**config.mk**
```make
export PLATFORM = sky130hd
export DESIGN_NAME = fbewm_monitor
export DESIGN_NICKNAME = d
export VERILOG_FILES = /design/src/verilog/fbewm_hist_mem.v /design/src/verilog/fbewm_blink.v /design/src/verilog/fbewm_monitor.v
export VERILOG_INCLUDE_DIRS = /design/src /design/src/verilog
export SDC_FILE = /design/constraint.sdc
export NUM_CORES = 1
export LEC_CHECK = 0
export ABC_AREA = 1
export BUFFER_PORTS_ARGS = -buffer_cell sky130_fd_sc_hd__buf_2
export CAP_MARGIN = 0
export CELL_PAD_IN_SITES_DETAIL_PLACEMENT = 0
export CELL_PAD_IN_SITES_GLOBAL_PLACEMENT = 2
export CORE_MARGIN = 2
export CORE_UTILIZATION = 34
export DETAILED_ROUTE_END_ITERATION = 6
export MAX_ROUTING_LAYER = met4
export PLACE_DENSITY = 0.9
export SKIP_CTS_REPAIR_TIMING = 1
export SYNTH_ARGS = -nofsm -noshare
export SYNTH_HDL_FRONTEND = slang
export SYNTH_SLANG_ARGS = --single-unit
export TNS_END_PERCENT = 100
```
**constraint.sdc**
```tcl
create_clock -name clk -period 4.9 [get_ports clk]
set_input_delay 1.47 -clock clk [delete_from_list [all_inputs] [get_ports clk]]
set_output_delay 1.47 -clock clk [all_outputs]
set_load 0.005 [all_outputs]
```
**src/verilog/fbewm_defs.vh**
```
// Constants for the fieldbus error and warning monitor
`ifndef FBEWM_DEFS_VH
`define FBEWM_DEFS_VH

// Register byte offsets (word aligned)
`define FBEWM_REG_CTRL       8'h00
`define FBEWM_REG_STATUS     8'h04
`define FBEWM_REG_WARN_NOW   8'h08
`define FBEWM_REG_HIST_CNT   8'h0C

// History window starts here; entry k is at base + 4*k, k = 0 is newest
`define FBEWM_REG_HIST_BASE  8'h40
// Top two address bits that select the history window
`define FBEWM_HIST_SEL       2'h1

// Control register bits
`define FBEWM_CTRL_HIST_CLR  0
`define FBEWM_CTRL_ERR_CLR   1

// Status register bits
`define FBEWM_ST_LINK_RUN    0
`define FBEWM_ST_LINK_ERR    1
`define FBEWM_ST_ERR_BLINK   2
`define FBEWM_ST_WARN        3
`define FBEWM_ST_MOTOR_STOP  4
`define FBEWM_ST_BAD_SWITCH  5
`define FBEWM_ST_SW_CHANGED  6

// Warning codes
`define FBEWM_WCODE_NONE     8'h00
`define FBEWM_WCODE_SERIAL   8'h84
`define FBEWM_WCODE_TIMEOUT  8'h85

// Switch limits
`define FBEWM_BAUD_MAX       3'h4
`define FBEWM_STATION_MIN    7'h01
`define FBEWM_STATION_MAX    7'h40

// History depth
`define FBEWM_HIST_DEPTH     10

// Blink half period in ns and the derived cycle count at 40 MHz
`define FBEWM_CLK_HZ         40000000
`define FBEWM_BLINK_HALF_NS  250000000
`define FBEWM_BLINK_CYCLES   ((`FBEWM_BLINK_HALF_NS / 1000) * (`FBEWM_CLK_HZ / 1000000))

`endif

```
**src/verilog/fbewm_hist_mem.v**
```verilog
// Small register file holding the warning history entries
`timescale 1ns/10ps
`default_nettype none

module fbewm_hist_mem #(
    parameter DEPTH = 10,
    parameter AW    = 4
) (
    // Clock
    input  wire         clk,
    // Write port
    input  wire         wr_en,
    input  wire [AW-1:0] wr_addr,
    input  wire [7:0]   wr_data,
    // Read port, registered data
    input  wire [AW-1:0] rd_addr,
    output reg  [7:0]   rd_data
);

    // Storage has no reset: contents only mean something under the count
    reg [7:0] mem [0:DEPTH-1];

    // Write and registered read
    always @(posedge clk) begin
        if (wr_en) begin
            mem[wr_addr] <= wr_data;
        end
        rd_data <= mem[rd_addr];
    end

endmodule // fbewm_hist_mem

`default_nettype wire

```
**src/verilog/fbewm_blink.v**
```verilog
// Free running blink generator for the link error indicator
`timescale 1ns/10ps
`default_nettype none

module fbewm_blink #(
    parameter HALF_CYCLES = 10000000
) (
    // Clock and reset
    input  wire clk,
    input  wire sys_rst,
    // Square wave out
    output reg  blink
);

    // Cycle counter for one half period
    reg [31:0] count;

    // Toggle each half period
    always @(posedge clk) begin
        if (sys_rst) begin
            count <= 32'h00000000;
            blink <= 1'b0;
        end else if (count >= HALF_CYCLES - 1) begin
            count <= 32'h00000000;
            blink <= ~blink;
        end else begin
            count <= count + 32'h00000001;
        end
    end

endmodule // fbewm_blink

`default_nettype wire

```
**src/verilog/fbewm_monitor.v**
```verilog
// Fieldbus error and warning monitor with Avalon-MM register access
//
// How it works
// [RULE1] Stop motor on link error or halt
// [RULE2] Run lamp off when master stops link
// [RULE3] Run lamp off on duplicate station number
// [RULE4] Bad switch values: run off, error lit
// [RULE5] Switch change at run: error blinks, ignored
// [RULE6] Warning sets output bit, motor continues
// [RULE7] Warning clears itself when cause ends
// [RULE8] Ten newest codes kept, newest first
// [RULE9] History in volatile storage only
// [RULE10] Serial bus error gives code 84h
// [RULE11] Serial response timeout gives code 85h
// [RULE12] Present code readable by serial, tools
// [RULE13] None gives 00h; else latest raised
//
// Decided for this implementation: the Avalon-MM interface to the registers and the register addresses.
`timescale 1ns/10ps
`default_nettype none
`include "fbewm_defs.vh"

module fbewm_monitor #(
    parameter HIST_DEPTH   = `FBEWM_HIST_DEPTH,
    parameter BLINK_CYCLES = `FBEWM_BLINK_CYCLES
) (
    // Clock and reset
    input  wire        clk,
    input  wire        sys_rst,
    // Setting switches
    input  wire [2:0]  baud_switch,
    input  wire [6:0]  station_switch,
    // Fieldbus conditions
    input  wire        link_stopped,
    input  wire        station_duplicate,
    input  wire        link_fault,
    input  wire        master_halted,
    input  wire        motor_running,
    // Serial bus warning causes, held as levels while present
    input  wire        serial_error,
    input  wire        serial_timeout,
    // Indicator and control outputs
    output reg         link_run_led,
    output reg         link_err_led,
    output reg         motor_stop,
    output reg         warning_output_bit,
    output reg  [7:0]  present_warning,
    // Avalon-MM slave
    input  wire [7:0]  avs_address,
    input  wire        avs_read,
    input  wire        avs_write,
    input  wire [31:0] avs_writedata,
    output reg  [31:0] avs_readdata,
    output wire        avs_waitrequest
);

    // Sampled settings and status
    reg        started;        // Power-up sampling done
    reg [2:0]  baud_held;      // Setting in force until next power cycle
    reg [6:0]  station_held;
    reg        bad_switch;     // Out of range at power-up
    reg        sw_changed;     // Changed during operation
    reg        serial_err_q;   // Previous cause levels for edge detect
    reg        timeout_q;
    reg        err_order;      // 1: serial error raised after timeout
    reg [3:0]  hist_cnt;
    reg [3:0]  hist_head;      // Slot of the newest entry
    reg        rd_pending;     // Read answered one cycle late
    reg        rd_hist;        // Pending read is from history
    reg [31:0] rd_word;
    wire       blink;
    wire [7:0] hist_q;
    reg  [3:0] hist_rd_addr;
    reg  [3:0] next_head;
    reg        hist_wr;
    reg  [7:0] hist_wdata;
    reg  [3:0] hist_rd_hold;   // Slot of the last history read, kept so the answer stands
    reg [31:0] rd_latch;       // Register word captured when a read is taken
    reg        tmo_defer;      // Second half of a same-cycle double raise
    wire       rd_take;        // Read accepted on this edge
    wire       ser_rise;       // Serial error newly raised
    wire       tmo_rise;       // Timeout newly raised
    wire       hist_clr;       // Software asks to empty the history

    // Range check used only at power-up sampling; later compares only look for a change
    function sw_ok;
        input [2:0] b;
        input [6:0] s;
        begin
            sw_ok = (b <= `FBEWM_BAUD_MAX) && (s >= `FBEWM_STATION_MIN) && (s <= `FBEWM_STATION_MAX);
        end
    endfunction

    // Ring index wrap
    function [3:0] wrap;
        input [4:0] v;
        begin
            wrap = (v >= HIST_DEPTH) ? v[3:0] - HIST_DEPTH[3:0] : v[3:0];
        end
    endfunction

    // Blink source for the error lamp
    fbewm_blink #(
        .HALF_CYCLES (BLINK_CYCLES)
    ) u_blink (
        .clk     (clk),
        .sys_rst (sys_rst),
        .blink   (blink)
    );

    // Rising edges of the warning causes; the level flops reset low like idle pins
    assign ser_rise = serial_error && !serial_err_q;
    assign tmo_rise = serial_timeout && !timeout_q;

    // Clear request decoded once for the ring logic
    assign hist_clr = avs_write && (avs_address == `FBEWM_REG_CTRL) && avs_writedata[`FBEWM_CTRL_HIST_CLR];

    // Settings captured once after reset release, then only compared
    always @(posedge clk) begin
        if (sys_rst) begin
            started      <= 1'b0;
            baud_held    <= 3'h0;
            station_held <= 7'h00;
            bad_switch   <= 1'b0;
            sw_changed   <= 1'b0;
        end else if (!started) begin
            started      <= 1'b1;
            baud_held    <= baud_switch;
            station_held <= station_switch;
            bad_switch   <= !sw_ok(baud_switch, station_switch); // RULE4
        end else if ((baud_switch != baud_held) || (station_switch != station_held)) begin
            sw_changed   <= 1'b1; // RULE5
        end
    end

    // Lamps and motor stop; run lamp needs a good, healthy link
    always @(posedge clk) begin
        if (sys_rst) begin
            link_run_led <= 1'b0;
            link_err_led <= 1'b0;
            motor_stop   <= 1'b1;
        end else begin
            link_run_led <= started && !bad_switch && !link_stopped // RULE2
                            && !station_duplicate && !link_fault;     // RULE3
            if (sw_changed) begin
                link_err_led <= blink;      // RULE5
            end else begin
                link_err_led <= bad_switch; // RULE4
            end
            // Warnings are not part of this term, so drives keep running
            motor_stop <= !started || bad_switch || link_stopped || station_duplicate
                          || link_fault || (master_halted && motor_running) || sw_changed; // RULE1
        end
    end

    // Warning levels; bit and code follow causes with no clear command
    always @(posedge clk) begin
        if (sys_rst) begin
            serial_err_q       <= 1'b0;
            timeout_q          <= 1'b0;
            err_order          <= 1'b0;
            tmo_defer          <= 1'b0;
            warning_output_bit <= 1'b0;
            present_warning    <= `FBEWM_WCODE_NONE;
        end else begin
            serial_err_q <= serial_error;
            timeout_q    <= serial_timeout;
            // Timeout first, so a tie keeps the timeout as the latest here too
            if (tmo_rise) begin
                err_order <= 1'b0;
            end else if (ser_rise) begin
                err_order <= 1'b1;
            end
            tmo_defer          <= ser_rise && tmo_rise;
            warning_output_bit <= serial_error || serial_timeout; // RULE6 RULE7
            if (serial_error && serial_timeout) begin
                // Latest raised wins; a tie goes to the timeout
                if (tmo_rise) begin
                    present_warning <= `FBEWM_WCODE_TIMEOUT; // RULE13
                end else if (ser_rise) begin
                    present_warning <= `FBEWM_WCODE_SERIAL; // RULE13
                end else begin
                    present_warning <= err_order ? `FBEWM_WCODE_SERIAL : `FBEWM_WCODE_TIMEOUT;
                end
            end else if (serial_error) begin
                present_warning <= `FBEWM_WCODE_SERIAL; // RULE10
            end else if (serial_timeout) begin
                present_warning <= `FBEWM_WCODE_TIMEOUT; // RULE11
            end else begin
                present_warning <= `FBEWM_WCODE_NONE; // RULE7 RULE13
            end
        end
    end

    // History write on each newly raised warning; one port, so a tie takes two cycles
    always @* begin
        hist_wr    = 1'b0;
        hist_wdata = `FBEWM_WCODE_NONE;
        next_head  = wrap({1'b0, hist_head} + 5'h01);
        if (tmo_defer) begin
            // Neither cause can rise again here, so the late entry never collides
            hist_wr    = 1'b1;
            hist_wdata = `FBEWM_WCODE_TIMEOUT;
        end else if (ser_rise) begin
            // On a tie the serial error goes in first and the timeout lands newest
            hist_wr    = 1'b1;
            hist_wdata = `FBEWM_WCODE_SERIAL;
        end else if (tmo_rise) begin
            hist_wr    = 1'b1;
            hist_wdata = `FBEWM_WCODE_TIMEOUT;
        end
    end

    // Ring pointer and fill count; a clear with a new entry keeps only the new entry
    always @(posedge clk) begin
        if (sys_rst) begin
            hist_head <= 4'h0;
            hist_cnt  <= 4'h0; // RULE9
        end else if (hist_wr) begin
            hist_head <= next_head; // RULE8
            if (hist_clr) begin
                hist_cnt <= 4'h1;
            end else if (hist_cnt < HIST_DEPTH) begin
                hist_cnt <= hist_cnt + 4'h1;
            end
        end else if (hist_clr) begin
            hist_cnt <= 4'h0; // RULE8
        end
    end

    // Entry k back from newest; between reads the last slot is held so the answer stands
    always @* begin
        if (rd_take) begin
            if (avs_address[5:2] < HIST_DEPTH) begin
                hist_rd_addr = wrap({1'b0, hist_head} + HIST_DEPTH[4:0] - {1'b0, avs_address[5:2]}); // RULE8
            end else begin
                // Past the depth: keep the memory address in range, the answer is zero anyway
                hist_rd_addr = 4'h0;
            end
        end else begin
            hist_rd_addr = hist_rd_hold;
        end
    end

    // History storage, volatile
    fbewm_hist_mem #(
        .DEPTH (HIST_DEPTH),
        .AW    (4)
    ) u_hist (
        .clk     (clk),
        .wr_en   (hist_wr),
        .wr_addr (next_head),
        .wr_data (hist_wdata),
        .rd_addr (hist_rd_addr),
        .rd_data (hist_q)
    );

    // Writes complete at once; reads wait one cycle for registered data
    assign rd_take         = avs_read && !rd_pending;
    assign avs_waitrequest = rd_take;

    // Register read mux
    always @* begin
        rd_word = 32'h00000000;
        case (avs_address)
            `FBEWM_REG_STATUS: begin
                rd_word[`FBEWM_ST_LINK_RUN]   = link_run_led;
                rd_word[`FBEWM_ST_LINK_ERR]   = link_err_led;
                rd_word[`FBEWM_ST_ERR_BLINK]  = sw_changed;
                rd_word[`FBEWM_ST_WARN]       = warning_output_bit;
                rd_word[`FBEWM_ST_MOTOR_STOP] = motor_stop;
                rd_word[`FBEWM_ST_BAD_SWITCH] = bad_switch;
                rd_word[`FBEWM_ST_SW_CHANGED] = sw_changed;
            end
            `FBEWM_REG_WARN_NOW: begin
                rd_word[7:0] = present_warning; // RULE12
            end
            `FBEWM_REG_HIST_CNT: begin
                rd_word[3:0] = hist_cnt;
            end
            default: begin
                rd_word = 32'h00000000;
            end
        endcase
    end

    // Read pipeline: one wait cycle, then data with waitrequest low
    always @(posedge clk) begin
        if (sys_rst) begin
            rd_pending   <= 1'b0;
            rd_hist      <= 1'b0;
            rd_latch     <= 32'h00000000;
            hist_rd_hold <= 4'h0;
        end else if (rd_take) begin
            rd_pending   <= 1'b1;
            rd_hist      <= (avs_address[7:6] == `FBEWM_HIST_SEL) && (avs_address[5:2] < hist_cnt);
            rd_latch     <= rd_word;
            hist_rd_hold <= hist_rd_addr;
        end else begin
            rd_pending <= 1'b0;
        end
    end

    // Answer word: history byte from the memory's output register, else the latched word.
    // Limitation: a new warning that overwrites the slot just read changes the byte shown.
    always @* begin
        if (rd_hist) begin
            avs_readdata = {24'h000000, hist_q}; // RULE8
        end else begin
            avs_readdata = rd_latch;
        end
    end

endmodule // fbewm_monitor

`default_nettype wire

```
; Word-level counts from Yosys, hierarchy flattened
; Memory sizes are Yosys's and may differ from the RTL's. A register that Yosys moved wholly into a read port is not among the register bits.
; Cells that the tools add are included.
[op_classes]
addsub = 7
n_lt_le_gt_ge = 9
eq_ne = 6
mux = 29
bitwise = 1
n_reduce_logical = 39
[ops]
columns = operator, n
row1 = $mux 8, 7
row2 = $add 32x1->32 const B, 1
row3 = $ge 32x24->1 const B, 1
row4 = $mux 4, 8
row5 = $eq 8x4->1 const B, 2
row6 = $logic_and 1x1->1, 15
row7 = $mux 1, 12
row8 = $pmux 4 s3, 1
row9 = $ge 5x4->1 const B, 2
row10 = $logic_not 1->1, 9
row11 = $eq 8x3->1 const B, 1
row12 = $logic_not 8->1, 1
row13 = $logic_or 1x1->1, 8
row14 = $lt 4x4->1 const B, 2
row15 = $sub 4x4->4 const B, 2
row16 = $ge 7x1->1 const B, 1
row17 = $le 7x7->1 const B, 1
row18 = $ne 7x7->1, 1
row19 = $pmux 3 s2, 1
row20 = $add 4x1->5 const B, 1
row21 = $add 4x4->5 const B, 1
row22 = $sub 5x4->5, 1
row23 = $add 4x1->4 const B, 1
row24 = $lt 4x4->1, 1
row25 = other kinds (7), 10
[word_totals]
reg_bits = 84
ram_bits = 80
out_inout_bits = 45
memories = 1
[memory_table]
columns = name, depth, width, rd, rd_clocked_by_memory_dff, wr, line_no
row1 = u_hist.mem, 10, 8, 1, 1, 1, fbewm_hist_mem.v:21  ; reg [7:0] mem [0:DEPTH-1];

; Depth between registers and ports, before layout
; Gate-level depths: netlist (run 1).
[logic_depth]
depth_word = 7
ltp_mapped = 18
mapped_depth_nobuf = 18

; By module
; From an unflattened synthesis (run 1), not the netlist that was laid out.
[hier_totals]
hier_cells = 937
area_unflattened_um2 = 8066.5
[modules_own_cells]
columns = mod, n_inst, cells_each, area_each_um2, seq_area_each_um2
row1 = fbewm_hist_mem, 1, 335, 3663.5, 2562.5
row2 = fbewm_monitor, 1, 387, 2757.6, 880.8
row3 = fbewm_blink, 1, 215, 1645.3, 660.6

; Worst setup path after synthesis (run 1)
; OpenSTA, ideal clock, no wires.
[synth_timing]
path_type = input to register
startpoint = in avs_address[3]
endpoint = reg u_hist.rd_data[0] (read register of u_hist.mem)
setup_time_ps = 112
arrival_time_ps = 3452
setup_slack_ps = 1336
cell_stages = 17
path_cell_list = ha_1 inv_1 ha_1 fa_1 inv_1 ha_1 nand2_1 nand2_1 nand3_1 nand2_1 nand3_1 nand2_1 nand2_1 nand3_1 nand2_1 nand2_1 nand2_1
[synth_via]
elab_chain_cells = 5
elab_cells_between_ends = 7
cone_classes = add/sub: 2 / order compare: 2 / mux: 3
[synth_rtl]
columns = item, line_no
row1 = from (decl), fbewm_monitor.v:49  ; input wire [7:0] avs_address,
row2 = $sub 5x4->5, fbewm_monitor.v:235  ; hist_rd_addr = wrap({1'b0, hist_head} + HIST_DEPTH[4:0] - {1'b0, avs_address[5:2]});
row3 = $sub 4x4->4 or $ge 5x4->1 (tied branches), fbewm_monitor.v:98  ; wrap = (v >= HIST_DEPTH) ? v[3:0] - HIST_DEPTH[3:0] : v[3:0];
row4 = $mux 4, fbewm_monitor.v:98
row5 = $mux 4 *, fbewm_monitor.v:234  ; if (avs_address[5:2] < HIST_DEPTH) begin
row6 = $mux 4 *, fbewm_monitor.v:233  ; if (rd_take) begin
row7 = to (decl), fbewm_hist_mem.v:17  ; output reg [7:0] rd_data
; Mark *: on every way between the ends. The rest lies on a longest branch, timed or not.
; A chain may end at the register's enable or synchronous reset.

; Final worst setup path (run 1)
; Same ends and word-level chain as after synthesis.

==> flow_metrics.tcl, run 1 <==
set metrics [dict create \
    drive_gt1_share_pct 12.2 \
    routedWlPerCell_um 11.8 \
    globalplace.congestion 0.794 \
    reg2regPathDepth 18 \
    clkSinkCount 99 \
    clk_path_buf_depth 2 \
    hold_class "register to register" \
    regToRegEndpoint "u_hist.rd_data[0]" \
    pwr_density_cell_nw_per_um2 342 \
    cap_viol_max_count 0 \
    coreArea_um2 14400 \
    fmax_mhz 268 \
    io_pins 106 \
    async_reset_ff_share_pct 0 \
    p_leak_uw 0.00245 \
    regArea_um2 2180 \
    holdPathEnd "tmo_defer" \
    ys_top_cells_by_count "117 x nand2_1, 87 x inv_1, 86 x nor2_1" \
    multi_input_area_um2 2300 \
    die-area_um2 15600 \
    fin_skew_ns 0.00724 \
    syn2layout_area_growth_pct 12.0 \
    grt_pass1_vias 3754 \
    synth_edf_count 20 \
    critPathLaunchType "input pin" \
    n_fill_cell 1501 \
    htreeDepth 3 \
    start_util_pct 34.5 \
    synth_area_leader_cell "dfxtp_1" \
    antenna_left 0 \
    critical_path_peak_fanout 7 \
    yosysMostFrequentCell "nand2_1" \
    yosysTopAreaCellShare_pct 31.8 \
    syn_area_um2 4980 \
    setup_viol_count_final 0 \
    place_hpwl_um 7940 \
    ys_ff_latch 99 \
    drt_pre_antenna_iters 4 \
    num_vias 3948 \
    holdWs_ns 0.430 \
    avgSynthCellArea_um2 7.79 \
    ir_worst_vdd_mv 0.185 \
    cp-end-kind "register" \
    synth.distinct_cells 46 \
    finish.utilization_pct 38.7 \
    antenna_found_initial 0 \
    globalRoute.totalOverflow 0 \
    wl_um 10400 \
    vias_per_cell 4.50 \
    hold_viol 0 \
    syn_inst 639 \
    synthFlopType "dfxtp_1" \
    cts_tree "yes" \
    relSlewSlack_pct 54.7 \
    fin_setup_tns_ns 0 \
    r2r_slack_ns 1.97 \
    rsz0062_at_grt "false" \
    die_h_um 125 \
    min-delay-start "serial_err_q" \
    yosysWarningCount 0 \
    row_count 44 \
    total_power_uw 1910 \
    drt_iter0_drc 173 \
    cp.arrival_ns 3.97 \
    die_w_um 125 \
    numCtsBuffers 9 \
    crit-reg2reg-launch "hist_head[0]" \
    antenna_cells 0 \
    final_nets 767 \
    placed_area_um2 5290 \
    critical_path_required_ns 5.14 \
    path_clk_slew_ns 0.07 \
    synthTopCellsByArea "dfxtp_1 32%, edfxtp_1 12%, nand2_1 8.8%, inv_1 6.6%, nor2_1 6.5%" \
    drc 0 \
    grt_first_pass_wirelength_um 17700 \
    io_buffers 45 \
    clock_latency_ns 0.34 \
    min_period_over_period_pct 76.2 \
    hold_depth 1 \
    stdcell_area_um2 5580 \
    track_usage_pct 14.3 \
    synth-seq-area-share_pct 43.9 \
    root_buffer "clkbuf_16" \
    slew_viol_final 0 \
    final.min_clock_period_ns 3.73 \
    grt_max_degree 26 \
    worst_slew_pin_slew_ns 0.678 \
    status "finished clean" \
    crit_type "input pin to register" \
]
-- layout make-up --
type,count,share of cell area [%]
multi-input combinational,441,41.3
timing repair buffer,46,4.17
clock buffer,10,4.29
inverter,92,6.19
clock inverter,6,0.808
sequential,99,39.1
tap,184,4.13
-- state kept, by name, summed over array words and instances, names as in the netlist, 2 cells and up --
name / cells
baud_held: 3
hist_cnt: 4
hist_head: 4
hist_rd_hold: 4
rd_latch: 8
station_held: 7
u_blink.count: 32
u_hist.mem: 20
u_hist.rd_data: 2
-- per-stage QoR --
stage               cells  worst slack [ns]
floorplan             675              1.34
global placement      862             0.915
detailed placement    862             0.832
CTS                   878              1.19
global route          878             0.905
finish                878              1.17
-- how the worst max path moves through the flow --
stage | startpoint | to | slack (ns) | depth (start not counted)
final | avs_address[3] | u_hist.rd_data[0] | 1.17 | 18
after floorplan | avs_address[3] | u_hist.rd_data[0] | 1.34 | 17
after global routing | avs_address[3] | u_hist.rd_data[2] | 0.90 | 18
after detailed placement | avs_address[3] | u_hist.rd_data[0] | 0.83 | 18
after global placement | avs_address[3] | u_hist.rd_data[0] | 0.91 | 18
after CTS | avs_address[3] | u_hist.rd_data[0] | 1.19 | 18
-- power breakdown --
| group | switching (uW) | internal [uW] | leakage [uW] |
|---|---|---|---|
| Combinational | 205 | 114 | 0.00148 |
| Clock | 313 | 364 | 0.000145 |
| Sequential | 26.9 | 886 | 0.000830 |
| Total | 545 | 1360 | 0.00245 |
-- kinds of logic after synthesis --
kind of cell,count (synthesis),synth area share (%)
other cells,1,0.0754
buf+inv,135,12.6
simple gates,278,25.3
flops,99,43.9
xor+xnor,22,3.87
mux,1,0.226
compound gates,86,9.63
fa+ha+maj,17,4.43
-- critical path, stage by stage --
cell and delay, ns:
buf_2 0.16, ha_1 0.29, inv_1 0.04, ha_1 0.21, fa_1 0.44, inv_1 0.11
ha_1 0.20, nand2_1 0.07, nand2_1 0.09, nand3_1 0.12, nand2_1 0.08, nand3_1 0.19
nand2_1 0.18, nand2_1 0.06, nand3_1 0.07, nand2_1 0.07, nand2_1 0.06, nand2_1 0.05
-- routing by layer --
metal  vias to the layer above  part of all wire [%]  global-route usage [%]
li1                       2083                     -                       -
met1                      1790                    45                    16.8
met4                         0                   1.6                    4.18
met2                        63                    50                    24.3
met5                         -                     0                       -
met3                        12                   3.3                    3.38
-- layout by cell type, fill, tap and decap left out, types with 10 or more instances in the layout --
cell and instances:
nor2_1 86, nand3_1 29, buf_2 45, inv_1 87
nand2_1 117, dfxtp_1 79, edfxtp_1 20, o21ai_0 33
ha_1 16, conb_1 37, a21oi_1 30, nor3_1 10
xor2_1 14
Power figures use the tool's default switching activity.
==> run 2, diff against run 1 <==
- CORE_UTILIZATION: 34 -> 28
- PLACE_DENSITY: 0.9 -> 0.8
- clock period: 4.9 -> 3.25 ns (I/O delays scaled with it)
==> run 2 against run 1 <==
Sequential power grew 50%. Non-clock buffer count grew 14. First-iteration DRC count fell by 6.4%. Clock power up 57%. Power increased by 55%. Clock-buffer cell count stayed put. Critical endpoint unchanged. Largest cell class unchanged.
==> flow_metrics.tcl, run 2 (synthesis gave the netlist of run 1 again) <==
set metrics [dict create \
    row_count 48 \
    clk_path_buf_depth 2 \
    hold_class "register to register" \
    clkSinkCount 99 \
    stdcell_area_um2 5750 \
    min_period_over_period_pct 92.9 \
    placed_area_um2 5450 \
    layout_commonest_cell "nand2_1" \
    status "finished clean" \
    antenna_cells 0 \
    die_w_um 137 \
    htreeDepth 3 \
    setup_viol_count_final 0 \
    drt_iter0_drc 162 \
    path_clk_slew_ns 0.07 \
    cp.arrival_ns 3.26 \
    worst_slew_pin_slew_ns 0.675 \
    grt_first_pass_wirelength_um 17900 \
    root_buffer "clkbuf_16" \
    holdWs_ns 0.429 \
    layout_common_cells "116 x nand2_1, 87 x inv_1, 86 x nor2_1" \
    critical_path_peak_fanout 6 \
    numCtsBuffers 9 \
    globalplace.congestion 0.815 \
    cp-end-kind "register" \
    fmax_mhz 331 \
    fin_skew_ns 0.00711 \
    drive_gt1_share_pct 14.0 \
    final.min_clock_period_ns 3.02 \
    coreArea_um2 17400 \
    grt_pass1_vias 3876 \
    drc 0 \
    vias_per_cell 4.30 \
    place_hpwl_um 8480 \
    num_vias 4008 \
    final_nets 781 \
    wl_um 10700 \
    critical_path_required_ns 3.49 \
    io_buffers 45 \
    globalRoute.totalOverflow 0 \
    cts_tree "yes" \
    top_register "u_blink.count" \
    hold_viol 0 \
    syn2layout_area_growth_pct 15.5 \
    routedWlPerCell_um 11.5 \
    antenna_found_initial 0 \
    io_pins 106 \
    die_h_um 137 \
    antenna_left 0 \
    rsz0062_at_grt "false" \
    n_fill_cell 1847 \
    relSlewSlack_pct 54.9 \
    track_usage_pct 12.5 \
    cap_viol_max_count 0 \
    p_leak_uw 0.00251 \
    start_util_pct 28.7 \
    pwr_density_cell_nw_per_um2 514 \
    grt_max_degree 25 \
    largest_reg_flops 32 \
    die-area_um2 18900 \
    drt_pre_antenna_iters 6 \
    slew_viol_final 0 \
    clock_latency_ns 0.34 \
    crit_type "input pin to register" \
    ir_worst_vdd_mv 0.333 \
    reg.largest.list "u_blink.count x32, u_hist.mem x20, rd_latch x8" \
    critPathLaunchType "input pin" \
]
run 2: cell types whose count changed in the layout (fill, tap and decap cells not counted), sizes merged:
| cell | before | now |
|---|---|---|
| clkinvlp | 0 | 3 |
| inv | 93 | 90 |
| bufinv | 0 | 1 |
| buf | 46 | 60 |
| clkinv | 5 | 4 |
run 2: cell type report:
class / instances / area (um2) / area share [%]
Tap cell: 225 / 282 / 4.90
Sequential cell: 99 / 2180 / 38.0
Inverter: 92 / 345 / 6.01
Timing Repair Buffer: 60 / 338 / 5.88
Clock inverter: 6 / 65.1 / 1.13
Multi-Input combinational cell: 441 / 2310 / 40.2
Clock buffer: 10 / 229 / 3.98
run 2: worst paths after layout:
path | start | end | slack (ns) | cells after the start
worst min register to register | serial_err_q | tmo_defer | 0.43 | 1
worst max register to register | hist_head[0] | u_hist.rd_data[0] | 0.49 | 18
worst max-delay path | avs_address[3] | u_hist.rd_data[0] | 0.23 | 18
worst min-delay path | serial_err_q | tmo_defer | 0.43 | 1
run 2: critical path: stages:
cell and delay, ns:
buf_2 0.10, ha_1 0.27, inv_1 0.04, ha_1 0.22, fa_1 0.44, inv_1 0.10
ha_1 0.17, nand2_1 0.06, nand2_1 0.09, nand3_1 0.11, nand2_1 0.09, nand3_2 0.15
nand2_2 0.12, nand2_1 0.06, nand3_1 0.07, nand2_1 0.07, nand2_1 0.07, nand2_1 0.04
run 2: routing by layer:
metal / GRT usage [%] / part of all wire (%)
met4: 4.70 / 1.6
met3: 3.02 / 3.2
met2: 21.6 / 50
met5: - / 0
met1: 14.0 / 45
run 2: where the power goes:
group	switching (uW)	total, uW	internal [uW]
Clock	462	1060	597
Sequential	39.7	1370	1340
Combinational	320	522	202
Total	822	2960	2130
run 2: through the flow:
stage          total power (uW)  util, %  setup slack, ns  TNS (ns)  std cells
2_1_floorplan              1770        -            0.181         0        675
3_3_place_gp               1900     31.4           -0.118    -0.231        917
3_5_place_dp               1920     31.4           -0.205    -0.407        917
4_1_cts                    2990     33.1            0.169         0        933
5_1_grt                    3140     33.1           0.0121         0        933
6_report                   2960     33.1            0.232         0        933
